$ cat config.mk
export PLATFORM = sky130hd
export DESIGN_NAME = swc_cmd
export DESIGN_NICKNAME = d
export VERILOG_FILES = /design/src/inc/swc_pkg.sv /design/src/rtl/swc_cmd.sv
export SDC_FILE = /design/constraint.sdc
export NUM_CORES = 1
export LEC_CHECK = 0
export ABC_AREA = 1
export BUFFER_PORTS_ARGS = -buffer_cell sky130_fd_sc_hd__buf_4
export CAP_MARGIN = 40
export CORE_MARGIN = 3
export CORE_UTILIZATION = 45
export CTS_BUF_LIST = sky130_fd_sc_hd__clkbuf_4 sky130_fd_sc_hd__clkbuf_8
export CTS_CLUSTER_SIZE = 20
export DETAILED_ROUTE_END_ITERATION = 10
export GPL_TIMING_DRIVEN = 1
export HOLD_SLACK_MARGIN = 0.05
export PLACE_DENSITY = 0.67
export SLEW_MARGIN = 25
export SYNTH_ARGS = -nofsm -noshare
export SYNTH_HDL_FRONTEND = slang
export SYNTH_SLANG_ARGS = --single-unit
$ cat constraint.sdc
create_clock -name ref_clk_i -period 1.8 [get_ports ref_clk_i]
set_clock_uncertainty 0.1 [all_clocks]
set_input_delay 0.09 -clock ref_clk_i [delete_from_list [all_inputs] [get_ports ref_clk_i]]
set_output_delay 0.09 -clock ref_clk_i [all_outputs]
set_load 0.005 [all_outputs]
$ cat src/inc/swc_pkg.sv
package swc_pkg;

  // ----------------------------------------------------------------
  // timing
  // ----------------------------------------------------------------
  localparam int unsigned CLK_PERIOD_NS = 10;
  localparam int unsigned PRG_T_US      = 512;
  localparam int unsigned SPU_T_MS      = 524;
  localparam int unsigned PRG_CYC       = PRG_T_US * 1000 / CLK_PERIOD_NS;
  localparam int unsigned SPU_CYC       = SPU_T_MS * 1000000 / CLK_PERIOD_NS;
  localparam int unsigned OTHER_CYC     = 1000;

  // ----------------------------------------------------------------
  // host byte codes and fields
  // ----------------------------------------------------------------
  localparam logic [7:0] CMD_TERM      = 8'hF1;
  localparam logic [7:0] CMD_DATA_MODE = 8'hE1;
  localparam logic [7:0] CMD_CMD_MODE  = 8'hE3;
  localparam logic [7:0] CMD_RESET     = 8'hC1;
  localparam logic [7:0] CMD_READ      = 8'hFF;
  localparam logic [2:0] SB_TAG        = 3'h4;
  localparam logic [2:0] PULSE_TAG     = 3'h7;
  localparam logic [1:0] PULSE_SUB     = 2'h3;
  localparam logic [5:0] RSP_RESET_HI  = 6'h33;
  localparam logic [3:0] RSP_PULSE_LO  = 4'hC;
  localparam int unsigned BIT_SPU      = 1;
  localparam int unsigned BIT_VAL      = 4;
  localparam logic [2:0] PAR_PRG       = 3'h2;
  localparam logic [2:0] PAR_SPU       = 3'h3;
  localparam logic [2:0] DUR_INF       = 3'h7;
  localparam logic [2:0] DUR_DOC       = 3'h4;
  localparam logic [2:0] DUR_RST       = 3'h4;
  localparam logic [1:0] PRES_OK       = 2'h1;

  // ----------------------------------------------------------------
  // types
  // ----------------------------------------------------------------
  typedef enum logic [2:0] {
    SWC_ST_IDLE = 3'b000,
    SWC_ST_RST  = 3'b001,
    SWC_ST_BIT  = 3'b010,
    SWC_ST_BYTE = 3'b011,
    SWC_ST_PTIM = 3'b100,
    SWC_ST_PINF = 3'b101,
    SWC_ST_PRSP = 3'b110
  } swc_state_type;

  typedef enum logic [1:0] {
    SWC_OP_RESET = 2'b00,
    SWC_OP_BIT   = 2'b01,
    SWC_OP_BYTE  = 2'b10
  } swc_op_type;

  typedef struct packed {
    logic       valid;
    logic [7:0] data;
  } swc_byte_type;

  typedef struct packed {
    logic       valid;
    swc_op_type op;
    logic [7:0] data;
  } swc_bus_req_type;

  typedef struct packed {
    logic       done;
    logic [7:0] data;
    logic [1:0] pres;
  } swc_bus_rsp_type;

  typedef struct packed {
    swc_state_type   st;
    logic            buf_full;
    logic [7:0]      buf_data;
    logic [7:0]      cmd;
    logic            data_mode;
    logic            armed;
    logic [2:0]      prg_code;
    logic [2:0]      spu_code;
    logic            pulse_on;
    logic            pulse_prg;
    logic [31:0]     timer;
    swc_byte_type    tx;
    swc_bus_req_type bus;
    logic            ovr;
  } swc_regs_type;

endpackage

$ cat src/rtl/swc_cmd.sv
`timescale 1ns/1ps
module swc_cmd #(
  parameter int unsigned PRG_CYC_P   = swc_pkg::PRG_CYC,
  parameter int unsigned SPU_CYC_P   = swc_pkg::SPU_CYC,
  parameter int unsigned OTHER_CYC_P = swc_pkg::OTHER_CYC
) (
  input  wire logic                     ref_clk_i,
  input  wire logic                     rst_n_i,
  input  wire swc_pkg::swc_byte_type    host_rx_i,
  output logic                          host_rx_ready_o,
  output swc_pkg::swc_byte_type         host_tx_o,
  input  wire logic                     host_tx_ready_i,
  output swc_pkg::swc_bus_req_type      bus_req_o,
  input  wire swc_pkg::swc_bus_rsp_type bus_rsp_i,
  output logic                          spu_o,
  output logic                          prg_o,
  output logic                          data_mode_o,
  output logic                          overrun_o
);

  // ----------------------------------------------------------------
  // helpers
  // ----------------------------------------------------------------
  localparam swc_pkg::swc_regs_type REGS_RST = '{
    st:       swc_pkg::SWC_ST_IDLE,
    buf_full: 1'b0, buf_data: 8'h00, cmd: 8'h00,
    data_mode: 1'b0, armed: 1'b0,
    prg_code: swc_pkg::DUR_RST, spu_code: swc_pkg::DUR_RST,
    pulse_on: 1'b0, pulse_prg: 1'b0, timer: 32'h0000_0000,
    tx: '0, bus: '0, ovr: 1'b0
  };

  function automatic logic [31:0] dur_cyc(input logic prg,
                                          input logic [2:0] code);
    if (code == swc_pkg::DUR_DOC) begin
      dur_cyc = prg ? 32'(PRG_CYC_P) : 32'(SPU_CYC_P);
    end else begin
      dur_cyc = 32'(OTHER_CYC_P);
    end
  endfunction

  function automatic logic [7:0] pulse_rsp(input logic prg);
    pulse_rsp = {swc_pkg::PULSE_TAG, prg, swc_pkg::RSP_PULSE_LO};
  endfunction

  swc_pkg::swc_regs_type s_r;
  swc_pkg::swc_regs_type s_nxt;
  logic                  take;
  logic                  term_seen;
  logic [7:0]            c;

  // only take a byte when the reply slot is free, so no reply is lost
  assign take      = (s_r.st == swc_pkg::SWC_ST_IDLE) && s_r.buf_full &&
                     !s_r.tx.valid;
  assign term_seen = (s_r.st == swc_pkg::SWC_ST_PINF) && s_r.buf_full &&
                     (s_r.buf_data == swc_pkg::CMD_TERM);
  assign c         = s_r.buf_data;

  // ----------------------------------------------------------------
  // next state
  // ----------------------------------------------------------------
  always_comb begin
    s_nxt           = s_r;
    s_nxt.bus.valid = 1'b0;
    s_nxt.ovr       = 1'b0;
    if (s_r.tx.valid && host_tx_ready_i) begin
      s_nxt.tx.valid = 1'b0;
    end
    // single-entry receive buffer
    if (host_rx_i.valid && !s_r.buf_full) begin
      s_nxt.buf_full = 1'b1;
      s_nxt.buf_data = host_rx_i.data;
    end else if (host_rx_i.valid) begin
      s_nxt.ovr = 1'b1;
    end
    unique case (s_r.st)
      swc_pkg::SWC_ST_IDLE: begin
        if (take) begin
          s_nxt.buf_full = 1'b0;
          s_nxt.cmd      = c;
          if (s_r.data_mode) begin
            if (c == swc_pkg::CMD_CMD_MODE) begin
              s_nxt.data_mode = 1'b0;
            end else begin
              // FF reads: slaves pull the released slots low
              s_nxt.bus = '{1'b1, swc_pkg::SWC_OP_BYTE, c};
              s_nxt.st  = swc_pkg::SWC_ST_BYTE;
            end
          end else if (c == swc_pkg::CMD_DATA_MODE) begin
            s_nxt.data_mode = 1'b1;
          end else if (c == swc_pkg::CMD_RESET) begin
            s_nxt.bus = '{1'b1, swc_pkg::SWC_OP_RESET, 8'h00};
            s_nxt.st  = swc_pkg::SWC_ST_RST;
          end else if (c[7:5] == swc_pkg::SB_TAG && c[0]) begin
            s_nxt.bus = '{1'b1, swc_pkg::SWC_OP_BIT,
                          {7'h00, c[swc_pkg::BIT_VAL]}};
            s_nxt.st  = swc_pkg::SWC_ST_BIT;
          end else if (c[7:5] == swc_pkg::PULSE_TAG && c[0] &&
                       c[3:2] == swc_pkg::PULSE_SUB) begin
            s_nxt.armed     = c[swc_pkg::BIT_SPU];
            s_nxt.pulse_on  = 1'b1;
            s_nxt.pulse_prg = c[swc_pkg::BIT_VAL];
            if ((c[swc_pkg::BIT_VAL] ? s_r.prg_code : s_r.spu_code) ==
                swc_pkg::DUR_INF) begin
              s_nxt.st = swc_pkg::SWC_ST_PINF;
            end else begin
              s_nxt.timer = dur_cyc(c[swc_pkg::BIT_VAL],
                c[swc_pkg::BIT_VAL] ? s_r.prg_code : s_r.spu_code);
              s_nxt.st    = swc_pkg::SWC_ST_PTIM;
            end
          end else if (!c[7] && c[0]) begin
            if (c[6:4] == swc_pkg::PAR_PRG) begin
              s_nxt.prg_code = c[3:1];
            end else if (c[6:4] == swc_pkg::PAR_SPU) begin
              s_nxt.spu_code = c[3:1];
            end
            s_nxt.tx = '{1'b1, {c[7:1], 1'b0}};
          end
          // a stray F1 or unknown byte here is dropped
        end
      end
      swc_pkg::SWC_ST_RST: begin
        if (bus_rsp_i.done) begin
          s_nxt.tx = '{1'b1, {swc_pkg::RSP_RESET_HI, bus_rsp_i.pres}};
          s_nxt.st = swc_pkg::SWC_ST_IDLE;
        end
      end
      swc_pkg::SWC_ST_BIT: begin
        if (bus_rsp_i.done) begin
          s_nxt.tx = '{1'b1, {s_r.cmd[7:2], bus_rsp_i.data[0],
                              bus_rsp_i.data[0]}};
          s_nxt.st = swc_pkg::SWC_ST_IDLE;
          if (s_r.cmd[swc_pkg::BIT_SPU]) begin
            s_nxt.pulse_on  = 1'b1;
            s_nxt.pulse_prg = 1'b0;
            if (s_r.spu_code == swc_pkg::DUR_INF) begin
              s_nxt.st = swc_pkg::SWC_ST_PINF;
            end else begin
              s_nxt.timer = dur_cyc(1'b0, s_r.spu_code);
              s_nxt.st    = swc_pkg::SWC_ST_PTIM;
            end
          end
        end
      end
      swc_pkg::SWC_ST_BYTE: begin
        if (bus_rsp_i.done) begin
          s_nxt.tx = '{1'b1, bus_rsp_i.data};
          s_nxt.st = swc_pkg::SWC_ST_IDLE;
          if (s_r.armed) begin
            s_nxt.pulse_on  = 1'b1;
            s_nxt.pulse_prg = 1'b0;
            // data mode stays set, but an F1 terminator still ends an infinite pullup here
            if (s_r.spu_code == swc_pkg::DUR_INF) begin
              s_nxt.st = swc_pkg::SWC_ST_PINF;
            end else begin
              s_nxt.timer = dur_cyc(1'b0, s_r.spu_code);
              s_nxt.st    = swc_pkg::SWC_ST_PTIM;
            end
          end
        end
      end
      swc_pkg::SWC_ST_PTIM: begin
        if (s_r.timer > 32'h0000_0001) begin
          s_nxt.timer = s_r.timer - 32'h0000_0001;
        end else begin
          s_nxt.pulse_on = 1'b0;
          s_nxt.st       = swc_pkg::SWC_ST_PRSP;
        end
      end
      swc_pkg::SWC_ST_PINF: begin
        // the host only sends F1 after reading the bit reply, so the
        // shortest pullup is two character times
        if (s_r.buf_full) begin
          s_nxt.buf_full = 1'b0;
          if (term_seen) begin
            s_nxt.pulse_on = 1'b0;
            s_nxt.st       = swc_pkg::SWC_ST_PRSP;
          end
        end
      end
      swc_pkg::SWC_ST_PRSP: begin
        if (!s_r.tx.valid) begin
          s_nxt.tx = '{1'b1, pulse_rsp(s_r.pulse_prg)};
          s_nxt.st = swc_pkg::SWC_ST_IDLE;
        end
      end
      default: begin
        s_nxt.st = swc_pkg::SWC_ST_IDLE;
      end
    endcase
  end

  // ----------------------------------------------------------------
  // registers and outputs
  // ----------------------------------------------------------------
  always_ff @(posedge ref_clk_i or negedge rst_n_i) begin
    if (!rst_n_i) begin
      s_r <= REGS_RST;
    end else begin
      s_r <= s_nxt;
    end
  end

  assign host_rx_ready_o = !s_r.buf_full;
  assign host_tx_o       = s_r.tx;
  assign bus_req_o       = s_r.bus;
  assign spu_o           = s_r.pulse_on && !s_r.pulse_prg;
  assign prg_o           = s_r.pulse_on && s_r.pulse_prg;
  assign data_mode_o     = s_r.data_mode;
  assign overrun_o       = s_r.ovr;
endmodule // swc_cmd

==> results of run 1 <==
==> stage by stage <==
| step | setup WS (ns) | TNS (ns) | utilization, % | hold slack [ns] |
|---|---|---|---|---|
| 3_5_place_dp | -0.150 | -4.41 | 59.9 | -0.0346 |
| 3_3_place_gp | -0.111 | -2.59 | 59.9 | -0.0412 |
| 4_1_cts | -0.0935 | -2.12 | 66.6 | 0.0624 |
| 2_1_floorplan | 0.00902 | 0 | - | -0.306 |
| 6_report | -0.151 | -4.37 | 72.4 | 0.0699 |
| 5_1_grt | -0.236 | -8.13 | 72.4 | 0.0883 |
==> layout make-up <==
type | instances | share of cell area [%]
flip-flops and latches | 82 | 24.4
multi-input cells | 634 | 42.1
clock inverters | 7 | 0.697
repair buffers | 258 | 25.4
inverters | 80 | 3.80
well taps | 143 | 2.12
clock buffers | 9 | 1.47
==> path summary, 6_finish.rpt <==
path | start | slack [ns] | depth (start not counted) | to
max in group asynchronous | rst_n_i | 0.88 | 3 | s_r[24]
min in group asynchronous | rst_n_i | 0.09 | 2 | bus_req_o[3]
min reg2reg | bus_req_o[6] | 0.39 | 2 | bus_req_o[6]
max reg2reg | s_r[81] | -0.15 | 11 | s_r[47]
max | s_r[81] | -0.15 | 11 | s_r[47]
min | bus_rsp_i[9] | 0.07 | 5 | host_tx_o[7]
==> state kept, by name, indices dropped and copies added (netlist names) <==
name,count
bus_req_o,11
c,8
data_mode_o,1
host_tx_o,9
overrun_o,1
s_r,52
==> logic make-up after synthesis <==
group / synth area share [%]
flops: 37.3
simple gates: 38.2
compound gates: 13.3
fa+ha+maj: 0.682
buf+inv: 10.1
xor+xnor: 0.318
==> cells in the final DEF, fill, tap and decap left out, types with 4 or more instances in the layout <==
master         instances
o21ai_0               41
buf_6                 21
nor2_1                69
inv_2                 15
o21ai_2               21
dlygate4sd3_1         16
buf_4                213
nand2_4               12
inv_6                  4
inv_1                 59
dfrtp_2                6
clkbuf_8               9
nand3_1               59
dfrtp_1               74
o21ai_1               20
nor2_2                29
o21a_1                 4
a21oi_1               32
nand3_2               10
nand2_1              213
inv_4                  5
nand4_1               14
nor2_4                19
nand2_2               47
==> report_power, final <==
part           internal, W  total, W  switching [W]
registers          0.00249   0.00303       0.000537
logic              0.00549    0.0126        0.00712
clock network     0.000529   0.00134       0.000815
total              0.00851    0.0170        0.00847
==> worst max-delay path, delay by kind of cell, from the launching register on <==
kind	cells	cell delay, ns
AND/OR/NAND/NOR	9	0.99
flip-flops	1	0.45
buffers and inverters	2	0.34
==> routing by layer <==
metal | vias up | wire (um) | part of all wire, % | track usage [%]
met5 | - | 0 | 0 | 0
met4 | 0 | 417 | 2.1 | 9.33
met3 | 43 | 1660 | 8.2 | 5.65
met2 | 292 | 9510 | 47 | 45.2
met1 | 3171 | 8630 | 43 | 40.1
li1 | 3158 | - | - | -
==> timing repair <==
item	in CTS	in global routing
buffers inserted	17	20
pin swaps	16	38
endpoints found under the hold margin	95	0
gates cloned	5	2
gates resized for setup	77	177
endpoints found under the setup margin	60	63
hold buffers	16	0
==> flow_summary_export.csv, run 1 <==
group,metric,value,unit
layout,final_nets,1091,
route,drtIter0Drc,592,
floorplanning,io_pins,48,
logic_synthesis,synthArstFlopShare,100,%
place,dp_hpwl,13.4,mm
grt,grt_max_degree,35,
grt,first_global_vias,6215,
route,dr.pass1.iters,5,
worst_setup_path,end_kind,"register",
pwr,power.leakage,4.38,nW
cts,htree_levels,3,
worst_setup_path,crit_type,"register to register",
route,antenna_left,0,
timing,layout_setup_ws,-0.151,ns
place,port_buffers,47,
floorplanning,dieArea,13600,um2
logic_synthesis,yosysWarnings,0,
logic_synthesis,syn_area_per_cell,6.59,um2
layout,design_area,8440,um2
cts,clkTransAtPathRegs,0.10,ns
route,wl_per_cell,16.7,um
grt,gr-total-overflow,0,
logic_synthesis,netlist_top_cells_count,"nand2_1 (266), nor2_1 (108), dfrtp_1 (80)",
layout,diodes,0,
timing,setup_viol,44,
worst_setup_path,crit_path_start_kind,"register",
run_status,violations,"setup timing",
layout,drive_gt1_share,41.5,%
logic_synthesis,netlist_area,5500,um2
floorplanning,die_w,117,um
pwr,irDropWorstVdd,0.929,mV
worst_setup_path,critPathArrivalTime,2.17,ns
worst_setup_path,worst_path_max_delay_cell,"dfrtp_1",
logic_synthesis,synthCells,835,
run,drv_cap,0,
worst_setup_path,crit_fanout,6,
worst_hold_path,hold_path.class,"input pin to register",
layout,ff_latch_area,2060,um2
route,finalWirelength,20.2,mm
logic_synthesis,synthFlopType,"dfrtp_1",
timing,fin_crit_sh,108,%
cts,cts_buffers,9,
logic_synthesis,yosysTopAreaCell,"dfrtp_1",
grt,grt_usage,28.8,%
worst_setup_path,critical_path.max_stage_delay,0.45,ns
grt,grt_antenna_before_repair,0,
timing,slew_viol_final,0,
layout,final_cells,1213,
place,placed_cells,1139,
cts,clk_latency,0.38,ns
floorplanning,die_h,117,um
route,route.detailed.drc,0,
timing,worst_slew_margin_rel,67.0,%
place,place_congestion,0.949,
worst_setup_path,crit_required,2.02,ns
timing,clock.fmax,513,MHz
logic_synthesis,synth_top_cells_by_area,"dfrtp_1 (36%), nand2_1 (18%), nor2_1 (7.4%), nand3_1 (6.5%), o21ai_0 (5.9%)",
place,dpl_cell_area,6990,um2
route,viasPerCell,5.49,
floorplanning,rows,39,
worst_setup_path,path_cells,"buf_6 > nand2_8 > nor2_4 > nand2_2 > nand3_4 > nor2_4 > nand2_4 > nor2_8 > buf_6 > nand2_2 > nand2_1",
pwr,p_per_area,2010,nW/um2
logic_synthesis,synth_cell_type_count,40,
route,vias,6664,
grt,grt_pass1_wl,30.5,mm
layout,fillers,875,
logic_synthesis,yosys.area.top_type_share,36.4,%
logic_synthesis,synth_edf_count,0,
run_status,status,"finished with violations",
logic_synthesis,synth.most_common_cell,"nand2_1",
cts,root_buffer,"clkbuf_8",
floorplanning,start_util,47.2,%
cts,cts_buffer_depth,2,
logic_synthesis,yosysSeqAreaShare,37.3,%
cts,cts_tree,"done",
logic_synthesis,synth_nets,861,
logic_synthesis,synth_seq_cells,82,
timing,hold_violations,0,
pwr,power.total,0.0170,W
layout,area_growth,53.3,%
floorplanning,core_area,11700,um2
cts,clock_sinks,82,
timing,worstMarginPinSlew,0.494,ns
timing,period_minus_slack,1.95,ns
layout,multi_input_area,3550,um2
timing,grt_setup_unrepaired,"yes",
No activity file was read; power rests on OpenSTA's default activity.
==> inputs of run 2 (changes only) <==
--- a/config.mk
+++ b/config.mk
@@ -5,7 +5,7 @@
 export SDC_FILE = /design/constraint.sdc
 export NUM_CORES = 1
 export LEC_CHECK = 0
-export ABC_AREA = 1
+export ABC_AREA = 0
 export BUFFER_PORTS_ARGS = -buffer_cell sky130_fd_sc_hd__buf_4
 export CAP_MARGIN = 40
 export CORE_MARGIN = 3
@@ -15,7 +15,7 @@
 export DETAILED_ROUTE_END_ITERATION = 10
 export GPL_TIMING_DRIVEN = 1
 export HOLD_SLACK_MARGIN = 0.05
-export PLACE_DENSITY = 0.67
+export PLACE_DENSITY = 0.68
 export SLEW_MARGIN = 25
 export SYNTH_ARGS = -nofsm -noshare
 export SYNTH_HDL_FRONTEND = slang
==> flow_summary_export.csv, run 2 <==
group,metric,value,unit
run_status,status,"finished with violations",
run_status,violations,"setup timing",
logic_synthesis,yosysSeqAreaShare,40.9,%
floorplanning,start_util,47.4,%
grt,first_global_vias,5479,
worst_setup_path,worst_path_max_delay_cell,"or3b_4",
worst_setup_path,path_cells,"inv_1 > ha_2 > o211ai_1 > nor4_2 > buf_4 > or3b_4 > o31a_1 > or3_1",
logic_synthesis,synth_seq_cells,82,
grt,gr-total-overflow,0,
worst_setup_path,end_kind,"register",
logic_synthesis,synth_cell_type_count,70,
route,dr.pass1.iters,5,
timing,clock.fmax,403,MHz
logic_synthesis,yosys.area.top_type_share,39.8,%
route,wl_per_cell,19.8,um
pwr,p_per_area,459,nW/um2
logic_synthesis,synth.most_common_cell,"dfrtp_1",
worst_setup_path,crit_buf_inv,2,
pwr,power.leakage,3.60,nW
grt,grt_max_degree,48,
worst_setup_path,critPathArrivalTime,2.66,ns
logic_synthesis,netlist_top_cells_count,"dfrtp_1 (80), o21ai_0 (53), nor2_1 (49)",
route,drtIter0Drc,502,
layout,final_cells,925,
worst_setup_path,critical_path.max_stage_delay,0.44,ns
worst_setup_path,crit_type,"register to register",
logic_synthesis,synthArstFlopShare,100,%
cts,clkTransAtPathRegs,0.10,ns
layout,diodes,0,
cts,cts_buffers,9,
run,drv_cap,0,
logic_synthesis,yosysTopAreaCell,"dfrtp_1",
timing,hold_violations,0,
timing,period_minus_slack,2.48,ns
floorplanning,rows,37,
grt,grt_antenna_before_repair,0,
layout,drive_gt1_share,50.7,%
worst_setup_path,critPathTopFamily,"simple AND/OR/NAND/NOR gates",
cts,cts_buffer_depth,2,
logic_synthesis,yosysWarnings,0,
timing,setup_viol,65,
logic_synthesis,synth_edf_count,0,
logic_synthesis,synth_nets,585,
route,antenna_left,0,
grt,grt_usage,27.4,%
floorplanning,die_w,112,um
timing,worst_slew_margin_rel,59.2,%
worst_setup_path,crit_fanout,5,
floorplanning,io_pins,48,
route,finalWirelength,18.3,mm
layout,area_growth,59.4,%
cts,cts_tree,"done",
logic_synthesis,syn_area_per_cell,9.00,um2
timing,slew_viol_final,0,
timing,layout_setup_ws,-0.680,ns
worst_setup_path,crit_path_start_kind,"register",
worst_hold_path,hold_path.class,"input pin to register",
place,place_congestion,0.946,
grt,grt_pass1_wl,27.8,mm
route,viasPerCell,6.01,
place,dp_hpwl,11.8,mm
logic_synthesis,synthFlopType,"dfrtp_1",
place,port_buffers,47,
layout,final_common_cell,"buf_4",
cts,clk_latency,0.39,ns
cts,clock_sinks,82,
logic_synthesis,synthCells,559,
timing,fin_crit_sh,138,%
cts,root_buffer,"clkbuf_8",
timing,worstMarginPinSlew,0.610,ns
pwr,irDropWorstVdd,0.512,mV
place,placed_cells,852,
place,place_ws,-0.691,ns
floorplanning,dieArea,12500,um2
route,route.detailed.drc,0,
timing,grt_setup_unrepaired,"yes",
floorplanning,die_h,112,um
logic_synthesis,synth_top_cells_by_area,"dfrtp_1 (40%), mux2_2 (6.3%), o21ai_0 (5.3%), nor2_1 (3.7%), nand2_1 (3.4%)",
layout,largest_reg_flops,52,
layout,top_register,"s_r",
cts,htree_levels,3,
layout,final_nets,810,
route,vias,5559,
logic_synthesis,netlist_area,5030,um2
layout,layout_common_cells,"buf_4 (218), dfrtp_1 (78), nor2_1 (45)",
worst_setup_path,crit_required,1.98,ns
floorplanning,core_area,10600,um2
run 2: layout make-up:
cell class	count	area (um2)
clock buffer	9	124
clock inverter	7	106
fill	668	2590
inverter	14	52.6
multi-input combinational	410	3290
sequential	82	2060
tap	136	170
timing repair buffer	267	2220
run 2: worst reg2reg max path: stages, from the launching register on:
cell      delay [ns]
dfrtp_1         0.37
inv_1           0.11
ha_2            0.19
o211ai_1        0.31
nor4_2          0.08
buf_4           0.15
or3b_4          0.44
o31a_1          0.26
or3_1           0.37
run 2: report_power, final:
part           switching (W)  leakage, nW  internal [W]  total [W]
Clock               0.000785        0.117      0.000808    0.00159
Combinational       0.000110         2.48      0.000115   0.000225
Sequential        0.00000955         1.00       0.00185    0.00186
run 2: per-layer routing:
metal / vias to the layer above / GRT usage, % / share of wire [%]
li1: 2501 / - / -
met5: - / 0 / 0
met3: 60 / 5.27 / 6.5
met2: 266 / 42.6 / 47
met1: 2732 / 38.6 / 43
met4: 0 / 8.76 / 2.9
run 2: cell families after synthesis:
group	synth area share [%]
xor gates and xnor gates	0.348
muxes	7.27
and+or+nand+nor	24.2
DFF	40.9
buffers and inverters	7.36
AOI/OAI and AO/OA	19.2
adders and majority gates	0.747
run 2: timing repair:
item                       in CTS  in global routing
cloned                          2                  0
hold buffers                   15                  0
gates resized for setup       101                 65
buffers inserted               27                 18
setup endpoints to repair      70                 71
hold endpoints to repair       92                  0
pin swaps                      35                 25
run 2: worst paths after layout:
path | cells past startpoint | slack, ns | from | to
max | 8 | -0.68 | s_r[22] | s_r[35]
min | 6 | 0.12 | bus_rsp_i[10] | host_tx_o[8]
max reg2reg | 8 | -0.68 | s_r[22] | s_r[35]
min reg2reg | 2 | 0.40 | bus_req_o[2] | bus_req_o[2]
max in group asynchronous | 3 | 0.44 | rst_n_i | s_r[61]
min in group asynchronous | 3 | 0.15 | rst_n_i | s_r[48]
run 2: through the flow:
| step | power, W | hold slack, ns | utilization, % | TNS, ns | cell area, um2 |
|---|---|---|---|---|---|
| 2_1_floorplan | 0.00193 | -0.306 | - | -18.38 | 5120 |
| 3_3_place_gp | 0.00206 | -0.142 | 61.9 | -24.05 | 6560 |
| 3_5_place_dp | 0.00206 | -0.142 | 61.9 | -26.36 | 6560 |
| 4_1_cts | 0.00369 | 0.0671 | 71.6 | -20.92 | 7590 |
| 5_1_grt | 0.00379 | 0.153 | 75.6 | -33.18 | 8010 |
| 6_report | 0.00368 | 0.121 | 75.6 | -26.93 | 8010 |
